===== config.mk =====
export PLATFORM = sky130hd
export DESIGN_NAME = rbx_xcvr
export DESIGN_NICKNAME = d
export VERILOG_FILES = /design/src/core/rbx_dir.v /design/src/core/rbx_sig.v /design/src/core/rbx_xcvr.v
export VERILOG_INCLUDE_DIRS = /design/src /design/src/core
export SDC_FILE = /design/constraint.sdc
export NUM_CORES = 1
export LEC_CHECK = 0
export BUFFER_PORTS_ARGS = -buffer_cell sky130_fd_sc_hd__buf_2
export CAP_MARGIN = 20
export CORE_ASPECT_RATIO = 2
export CORE_MARGIN = 3
export CORE_UTILIZATION = 55
export CTS_CLUSTER_SIZE = 16
export DETAILED_ROUTE_END_ITERATION = 10
export PLACE_DENSITY = 0.83
export SYNTH_ARGS = -nofsm -noshare
export SYNTH_HDL_FRONTEND = slang
export SYNTH_SLANG_ARGS = --single-unit

===== constraint.sdc =====
create_clock -name clk -period 2.9 [get_ports clk]
set_input_delay 0.145 -clock clk [delete_from_list [all_inputs] [get_ports clk]]
set_output_delay 0.145 -clock clk [all_outputs]
set_load 0.02 [all_outputs]

===== src/core/rbx_defines.vh =====
// constants for the registered octal bus transceiver with scan port
// What this block does
// - A-to-B clock rise stores A bus
// - A-to-B select low passes live A
// - A-to-B select high drives stored A
// - B side driven only while enable high, except in pattern mode
// - B-to-A direction mirrors A-to-B behaviour
// - A side enable is active low
// - bus capture ignores output enable levels
// - both registered outputs may drive together
// - driven B side lets B-to-A store A
// - driven A side lets A-to-B store B
// - test mode inhibits normal bus operation
// - scan use in normal mode changes nothing
// - test mode compresses inputs, generates patterns
// - test logic controlled by four scan pins
// - scan captures on rise, drives on fall
`ifndef RBX_DEFINES_VH
`define RBX_DEFINES_VH

`define RBX_BUS_W 8
`define RBX_IR_W 8
`define RBX_ST_W 4

// scan controller states
`define RBX_ST_RESET 4'h0
`define RBX_ST_IDLE 4'h1
`define RBX_ST_SEL_DR 4'h2
`define RBX_ST_CAP_DR 4'h3
`define RBX_ST_SH_DR 4'h4
`define RBX_ST_EX1_DR 4'h5
`define RBX_ST_PAU_DR 4'h6
`define RBX_ST_EX2_DR 4'h7
`define RBX_ST_UPD_DR 4'h8
`define RBX_ST_SEL_IR 4'h9
`define RBX_ST_CAP_IR 4'hA
`define RBX_ST_SH_IR 4'hB
`define RBX_ST_EX1_IR 4'hC
`define RBX_ST_PAU_IR 4'hD
`define RBX_ST_EX2_IR 4'hE
`define RBX_ST_UPD_IR 4'hF

// instruction codes
`define RBX_IR_BYPASS 8'hFF
`define RBX_IR_SAMPLE 8'h82
`define RBX_IR_COMPRESS 8'h0C
`define RBX_IR_PATTERN 8'h0A
`define RBX_IR_HIGHZ 8'h06
`define RBX_IR_CAPTURE 8'h01

// signature and pattern registers
`define RBX_LFSR_TAPS 8'hB8
`define RBX_GEN_SEED 8'h01
`define RBX_CMP_SEED 8'h00

`endif


===== src/core/rbx_dir.v =====
// one transfer direction: storage register and live or stored select
`timescale 1ns/1ps
module rbx_dir #(
   parameter W = 8
) (
   // clock and reset
   input wire clk,
   input wire rst_n,
   // control
   input wire cap_rise,
   input wire inhibit,
   input wire src_sel,
   // data
   input wire [W-1:0] bus_in,
   output wire [W-1:0] stored_q,
   output wire [W-1:0] path_out
);
   reg [W-1:0] store_q;
   reg [W-1:0] store_d;

   always @* begin
      store_d = store_q;
      if (cap_rise && !inhibit) begin
         store_d = bus_in;
      end
   end

   always @(posedge clk or negedge rst_n) begin
      if (!rst_n) begin
         store_q <= {W{1'b0}};
      end else begin
         store_q <= store_d;
      end
   end

   assign stored_q = store_q;
   // live input goes straight through, stored when select high
   assign path_out = src_sel ? store_q : bus_in;
endmodule // rbx_dir


===== src/core/rbx_sig.v =====
// signature compressor and pattern generator stepped by the scan clock
`timescale 1ns/1ps
`include "rbx_defines.vh"
module rbx_sig #(
   parameter W = 8
) (
   // clock and reset
   input wire clk,
   input wire rst_n,
   // scan timing
   input wire tck_rise,
   input wire clear,
   // operations
   input wire cmp_step,
   input wire gen_step,
   input wire shift_sig,
   input wire shift_pat,
   input wire shift_in,
   input wire [W-1:0] cmp_data,
   // state
   output wire [W-1:0] sig_q,
   output wire [W-1:0] pat_q
);
   reg [W-1:0] cmp_q;
   reg [W-1:0] cmp_d;
   reg [W-1:0] gen_q;
   reg [W-1:0] gen_d;
   wire [W-1:0] taps;
   wire cmp_fb;
   wire gen_fb;

   assign taps = `RBX_LFSR_TAPS;
   assign cmp_fb = ^(cmp_q & taps);
   assign gen_fb = ^(gen_q & taps);

   always @* begin
      cmp_d = cmp_q;
      gen_d = gen_q;
      if (clear) begin
         cmp_d = `RBX_CMP_SEED;
         gen_d = `RBX_GEN_SEED;
      end else if (tck_rise) begin
         if (cmp_step) begin
            cmp_d = {cmp_q[W-2:0], cmp_fb} ^ cmp_data;
         end else if (shift_sig) begin
            cmp_d = {shift_in, cmp_q[W-1:1]};
         end
         if (gen_step) begin
            gen_d = {gen_q[W-2:0], gen_fb};
         end else if (shift_pat) begin
            gen_d = {shift_in, gen_q[W-1:1]};
         end
      end
   end

   always @(posedge clk or negedge rst_n) begin
      if (!rst_n) begin
         cmp_q <= `RBX_CMP_SEED;
         gen_q <= `RBX_GEN_SEED;
      end else begin
         cmp_q <= cmp_d;
         gen_q <= gen_d;
      end
   end

   assign sig_q = cmp_q;
   assign pat_q = gen_q;
endmodule // rbx_sig


===== src/core/rbx_xcvr.v =====
// registered octal bus transceiver with four-wire scan control
`timescale 1ns/1ps
`include "rbx_defines.vh"
module rbx_xcvr #(
   parameter W = `RBX_BUS_W,
   parameter IRW = `RBX_IR_W
) (
   // clock and reset
   input wire clk,
   input wire reset_n,
   // a side bus pins
   input wire [W-1:0] a_in,
   output wire [W-1:0] a_out,
   output wire [W-1:0] a_oe,
   // b side bus pins
   input wire [W-1:0] b_in,
   output wire [W-1:0] b_out,
   output wire [W-1:0] b_oe,
   // normal function control
   input wire a_to_b_reg_clock,
   input wire b_to_a_reg_clock,
   input wire a_to_b_source_select,
   input wire b_to_a_source_select,
   input wire b_side_output_enable,
   input wire a_side_output_enable_n,
   // scan port
   input wire tck,
   input wire tms,
   input wire tdi,
   output wire tdo,
   output wire tdo_oe,
   // status
   output wire test_mode
);
   reg [1:0] rst_sync_q;
   wire rst_n;
   reg ab_clk_q;
   reg ba_clk_q;
   reg tck_q;
   wire ab_rise;
   wire ba_rise;
   wire tck_rise;
   wire tck_fall;
   reg [`RBX_ST_W-1:0] st_q;
   reg [`RBX_ST_W-1:0] st_d;
   reg [IRW-1:0] ir_q;
   reg [IRW-1:0] ir_d;
   reg [IRW-1:0] ir_sh_q;
   reg [IRW-1:0] ir_sh_d;
   reg [W-1:0] samp_q;
   reg [W-1:0] samp_d;
   reg byp_q;
   reg byp_d;
   reg tdo_q;
   reg tdo_oe_q;
   reg [W-1:0] pat_out_q;
   reg serial_bit;
   wire in_test;
   wire is_cmp;
   wire is_gen;
   wire run_idle;
   wire sh_dr;
   wire sh_ir;
   wire [W-1:0] ab_stored;
   wire [W-1:0] ba_stored;
   wire [W-1:0] ab_path;
   wire [W-1:0] ba_path;
   wire [W-1:0] sig_val;
   wire [W-1:0] pat_val;

   // reset release through two flops
   always @(posedge clk or negedge reset_n) begin
      if (!reset_n) begin
         rst_sync_q <= 2'b00;
      end else begin
         rst_sync_q <= {rst_sync_q[0], 1'b1};
      end
   end
   assign rst_n = rst_sync_q[1];

   // edge detection of sampled clock pins
   always @(posedge clk or negedge rst_n) begin
      if (!rst_n) begin
         ab_clk_q <= 1'b0;
         ba_clk_q <= 1'b0;
         tck_q <= 1'b0;
      end else begin
         ab_clk_q <= a_to_b_reg_clock;
         ba_clk_q <= b_to_a_reg_clock;
         tck_q <= tck;
      end
   end
   assign ab_rise = a_to_b_reg_clock & ~ab_clk_q;
   assign ba_rise = b_to_a_reg_clock & ~ba_clk_q;
   assign tck_rise = tck & ~tck_q;
   assign tck_fall = ~tck & tck_q;

   // scan controller, stepped by tms on tck rise
   always @* begin
      st_d = st_q;
      if (tck_rise) begin
         case (st_q)
            `RBX_ST_RESET: st_d = tms ? `RBX_ST_RESET : `RBX_ST_IDLE;
            `RBX_ST_IDLE: st_d = tms ? `RBX_ST_SEL_DR : `RBX_ST_IDLE;
            `RBX_ST_SEL_DR: st_d = tms ? `RBX_ST_SEL_IR : `RBX_ST_CAP_DR;
            `RBX_ST_CAP_DR: st_d = tms ? `RBX_ST_EX1_DR : `RBX_ST_SH_DR;
            `RBX_ST_SH_DR: st_d = tms ? `RBX_ST_EX1_DR : `RBX_ST_SH_DR;
            `RBX_ST_EX1_DR: st_d = tms ? `RBX_ST_UPD_DR : `RBX_ST_PAU_DR;
            `RBX_ST_PAU_DR: st_d = tms ? `RBX_ST_EX2_DR : `RBX_ST_PAU_DR;
            `RBX_ST_EX2_DR: st_d = tms ? `RBX_ST_UPD_DR : `RBX_ST_SH_DR;
            `RBX_ST_UPD_DR: st_d = tms ? `RBX_ST_SEL_DR : `RBX_ST_IDLE;
            `RBX_ST_SEL_IR: st_d = tms ? `RBX_ST_RESET : `RBX_ST_CAP_IR;
            `RBX_ST_CAP_IR: st_d = tms ? `RBX_ST_EX1_IR : `RBX_ST_SH_IR;
            `RBX_ST_SH_IR: st_d = tms ? `RBX_ST_EX1_IR : `RBX_ST_SH_IR;
            `RBX_ST_EX1_IR: st_d = tms ? `RBX_ST_UPD_IR : `RBX_ST_PAU_IR;
            `RBX_ST_PAU_IR: st_d = tms ? `RBX_ST_EX2_IR : `RBX_ST_PAU_IR;
            `RBX_ST_EX2_IR: st_d = tms ? `RBX_ST_UPD_IR : `RBX_ST_SH_IR;
            `RBX_ST_UPD_IR: st_d = tms ? `RBX_ST_SEL_DR : `RBX_ST_IDLE;
            default: st_d = `RBX_ST_RESET;
         endcase
      end
   end

   assign run_idle = (st_q == `RBX_ST_IDLE);
   assign sh_dr = (st_q == `RBX_ST_SH_DR);
   assign sh_ir = (st_q == `RBX_ST_SH_IR);

   // instruction shift and update
   always @* begin
      ir_sh_d = ir_sh_q;
      ir_d = ir_q;
      if (st_q == `RBX_ST_RESET) begin
         ir_d = `RBX_IR_BYPASS;
         ir_sh_d = `RBX_IR_BYPASS;
      end else if (tck_rise) begin
         if (st_q == `RBX_ST_CAP_IR) begin
            ir_sh_d = `RBX_IR_CAPTURE;
         end else if (sh_ir) begin
            ir_sh_d = {tdi, ir_sh_q[IRW-1:1]};
         end else if (st_q == `RBX_ST_UPD_IR) begin
            ir_d = ir_sh_q;
         end
      end
   end

   // only bypass and sample leave normal function running
   assign in_test = (ir_q != `RBX_IR_BYPASS) && (ir_q != `RBX_IR_SAMPLE);
   assign is_cmp = (ir_q == `RBX_IR_COMPRESS);
   assign is_gen = (ir_q == `RBX_IR_PATTERN);

   // sample register and bypass bit
   always @* begin
      samp_d = samp_q;
      byp_d = byp_q;
      if (tck_rise) begin
         if (st_q == `RBX_ST_CAP_DR) begin
            samp_d = a_in;
            byp_d = 1'b0;
         end else if (sh_dr) begin
            samp_d = {tdi, samp_q[W-1:1]};
            byp_d = tdi;
         end
      end
   end

   // serial output source for the selected register
   always @* begin
      serial_bit = byp_q;
      if (sh_ir) begin
         serial_bit = ir_sh_q[0];
      end else if (is_cmp) begin
         serial_bit = sig_val[0];
      end else if (is_gen) begin
         serial_bit = pat_val[0];
      end else if (ir_q == `RBX_IR_SAMPLE) begin
         serial_bit = samp_q[0];
      end
   end

   always @(posedge clk or negedge rst_n) begin
      if (!rst_n) begin
         st_q <= `RBX_ST_RESET;
         ir_q <= `RBX_IR_BYPASS;
         ir_sh_q <= `RBX_IR_BYPASS;
         samp_q <= {W{1'b0}};
         byp_q <= 1'b0;
         tdo_q <= 1'b0;
         tdo_oe_q <= 1'b0;
         pat_out_q <= `RBX_GEN_SEED;
      end else begin
         st_q <= st_d;
         ir_q <= ir_d;
         ir_sh_q <= ir_sh_d;
         samp_q <= samp_d;
         byp_q <= byp_d;
         if (tck_fall) begin
            tdo_q <= serial_bit;
            tdo_oe_q <= sh_dr | sh_ir;
            // pattern reaches the b pins only on a tck fall
            pat_out_q <= pat_val;
         end
      end
   end

   assign tdo = tdo_q;
   assign tdo_oe = tdo_oe_q;
   assign test_mode = in_test;

   // signature and pattern engines run in run-test/idle
   rbx_sig #(
      .W(W)
   ) u_sig (
      .clk(clk),
      .rst_n(rst_n),
      .tck_rise(tck_rise),
      .clear(st_q == `RBX_ST_RESET),
      .cmp_step(is_cmp & run_idle),
      .gen_step(is_gen & run_idle),
      .shift_sig(is_cmp & sh_dr),
      .shift_pat(is_gen & sh_dr),
      .shift_in(tdi),
      .cmp_data(a_in),
      .sig_q(sig_val),
      .pat_q(pat_val)
   );

   // pin inputs carry the resolved wire, so a driven side stores its own drive
   rbx_dir #(
      .W(W)
   ) u_ab (
      .clk(clk),
      .rst_n(rst_n),
      .cap_rise(ab_rise),
      .inhibit(in_test),
      .src_sel(a_to_b_source_select),
      .bus_in(a_in),
      .stored_q(ab_stored),
      .path_out(ab_path)
   );

   rbx_dir #(
      .W(W)
   ) u_ba (
      .clk(clk),
      .rst_n(rst_n),
      .cap_rise(ba_rise),
      .inhibit(in_test),
      .src_sel(b_to_a_source_select),
      .bus_in(b_in),
      .stored_q(ba_stored),
      .path_out(ba_path)
   );

   // drivers: normal function, or pattern on b side in pattern mode
   assign b_out = in_test ? pat_out_q : ab_path;
   assign a_out = in_test ? {W{1'b0}} : ba_path;
   assign b_oe = {W{in_test ? is_gen : b_side_output_enable}};
   assign a_oe = {W{~in_test & ~a_side_output_enable_n}};
endmodule // rbx_xcvr


==> metrics.cfg <==
[status]
status=complete, no violations

[placed_design]
place_ws_ns=0.5757
dpl_cell_area_sq_um=4447
dpl.hpwl_mm=6.728
placed_cells=528
place.gp.congestion=0.8342
port_buffers=61

[worst_setup_path]
cpPeakStageDelay_ns=0.60
cp.buffers_inverters=2
path_max_fanout=19
worst-setup-path-type=flop to output pin
endpoint_kind=output pin
arrival_ns=2.43
cp_slowest_cell=dfstp_2
crit_chain=and3_1 > nand3_1 > buf_4 > and2_1 > o21ai_1 > buf_2
critPathTopFamily=simple AND/OR/NAND/NOR gates
cp-start-kind=flop
critPathRequiredTime_ns=2.76

[logic_synthesis]
yosys-top-cells-area=dfrtp_1 35%, dfstp_2 11%, mux2i_1 11%
synth-edff-count=0
synth_cells=405
synth.avg_cell_area_sq_um=10.26
synth_nets=432
async_flop_share_pct=100.0
yosysTopAreaCellShare_pct=34.93
seq_area_frac_synth_pct=46.31
yosys.area.top_type=dfrtp_1
yosysWarningCount=0
ys_types=52
synth_flop_cell=dfrtp_1
ys_seq_elements=76
syn_area_sq_um=4155

[sta]
maxSlewHeadroom_pct=45.75
min_period_ns=2.580
worst-slew-pin-transition_ns=0.8093
slew_violations=0
setup_tns_ns=0
hold_violations=0
grt_setup_unrepaired=no
worst_slack_ns=0.3201
skew_ns=0.007265
fin_crit_sh_pct=88.96
fmax_ghz=0.3876
fin_hold_ws_ns=0.05749
setup_viol=0

[clocking]
clk_pin_slew_worst_paths_ns=0.06
cts_buffer_depth=2
root_buffer=clkbuf_16
cts_tree=yes
htree_num_levels=3
cts_made_buffers=9
clkSinkCount=76
clock_latency_ns=0.33

[routing]
vias_per_cell=5.831
first_pass_iters=6
ant_nets=0
vias=3201
totalWireLength_mm=9.130
drtIter0Drc=203
wl_per_cell_microns=16.63
drc=0

[pwr]
peakVddDrop_mv=0.5132
leakage_nw=2.198
pwr_density_cell_nw_per_um2=780.8
total_power_mw=3.758

[die]
core_area_sq_um=7322
io_pins=62
num_rows=44
die_width_microns=67.46
start_util_pct=56.75
die_area_sq_um=8697
die_y_microns=128.9

[global_route]
track_usage_pct=22.69
grt_overflow_total=0
grt_antenna_before_repair=0
grt_start_max_net_pins=28
grt_pass1_vias=3091
grt_pass1_wl_mm=14.79

[cells_and_area]
layout_common_cells=61 x buf_2, 57 x dfrtp_1, 48 x o21ai_0
antenna_cells=0
final_area_sq_um=4813
fin_util_pct=65.74
nets=479
layout-drive-gt1-share_pct=29.98
final_common_cell=buf_2
fillers=554
layoutNonFillerInstCount=549
synthToLayoutAreaGrowth_pct=15.84

[flow_run]
max-cap-violations=0

[worst_hold_path]
hold_path_class=input pin to flop

-- routing by layer --
layer | global-route usage [%] | vias up | share of wire (%)
met1 | 24.37 | 1546 | 37
li1 | - | 1532 | -
met2 | 40.72 | 99 | 55
met5 | 0 | - | 0
met4 | 10.41 | 0 | 3.0
met3 | 4.891 | 24 | 4.5
-- cell usage after synthesis, types with 3 or more instances --
cell type / n
a21oi_1: 10
a31oi_1: 4
buf_1: 3
buf_2: 7
buf_4: 14
clkbuf_1: 16
dfrtp_1: 58
dfstp_2: 18
inv_1: 6
mux2_2: 24
mux2i_1: 45
nand2_1: 34
nand2b_1: 5
nand3_1: 19
nand4_1: 4
nand4b_1: 3
nor2_1: 19
nor2b_1: 6
o211ai_1: 8
o21ai_0: 49
xnor2_1: 4
xor2_1: 11
-- layout make-up --
cell class / count / area, sq um / share of cell area, %
sequential: 76 / 1926 / 40.01
clock inverter: 4 / 72.57 / 1.508
inverter: 6 / 22.52 / 0.4679
multi-input combinational: 283 / 2003 / 41.62
clock buffer: 12 / 246.5 / 5.121
tap: 92 / 115.1 / 2.391
timing repair buffer: 76 / 427.9 / 8.890
-- worst paths after layout --
kind	slack (ns)	start	endpoint	depth (start not counted)
min in group asynchronous	0.12	reset_n	rst_sync_q[1]	2
worst min-delay path	0.06	b_in[7]	u_ba.stored_q[7]	2
max in group asynchronous	1.90	rst_sync_q[1]	ir_q[6]	1
worst min register to register	0.22	rst_sync_q[1]	u_sig.pat_q[4]	0
worst max-delay path	0.32	ir_q[7]	b_oe[0]	6
worst max register to register	0.69	st_q[3]	u_sig.sig_q[3]	4
-- kinds of logic (layout without fill, tap and decap cells) --
kind of cell / count (synthesis) / after routing / synth area share (%)
flip-flops: 76 / 76 / 46.31
buffers and inverters: 46 / 98 / 5.631
XOR/XNOR: 16 / 16 / 3.704
multiplexers: 69 / 69 / 17.34
other: 1 / 1 / 0.09025
AO/OA/AOI/OAI: 86 / 86 / 12.68
AND/OR/NAND/NOR: 111 / 111 / 14.24
-- worst register-to-register path, cell delays in order (launching register included) --
cell	delay [ns]
dfrtp_1	0.57
nor4b_1	0.58
nand4_1	0.55
nand3_1	0.26
o21ai_0	0.10
-- power breakdown --
group          internal, mW  total [mW]  switching, mW
clock network         0.775        1.19          0.411
logic                 0.414        1.04          0.628
registers              1.30        1.53          0.234
total                  2.49        3.76           1.27
-- repair_timing --
| item | CTS | global route |
|---|---|---|
| setup endpoints to repair | 0 | 8 |
| gates resized for setup | 0 | 1 |
| endpoints found under the hold margin | 5 | 0 |
| setup buffers | 0 | 0 |
| hold buffers | 4 | 0 |
-- state kept, by name, summed over array words and instances, names as in the netlist, 2 cells and up --
| register | flops |
|---|---|
| st_q | 4 |
| u_sig.sig_q | 8 |
| pat_out_q | 8 |
| rst_sync_q | 2 |
| u_ba.stored_q | 8 |
| u_ab.stored_q | 8 |
| samp_q | 8 |
| ir_q | 8 |
| ir_sh_q | 8 |
| u_sig.pat_q | 8 |
(Power assumes the default switching activity.)
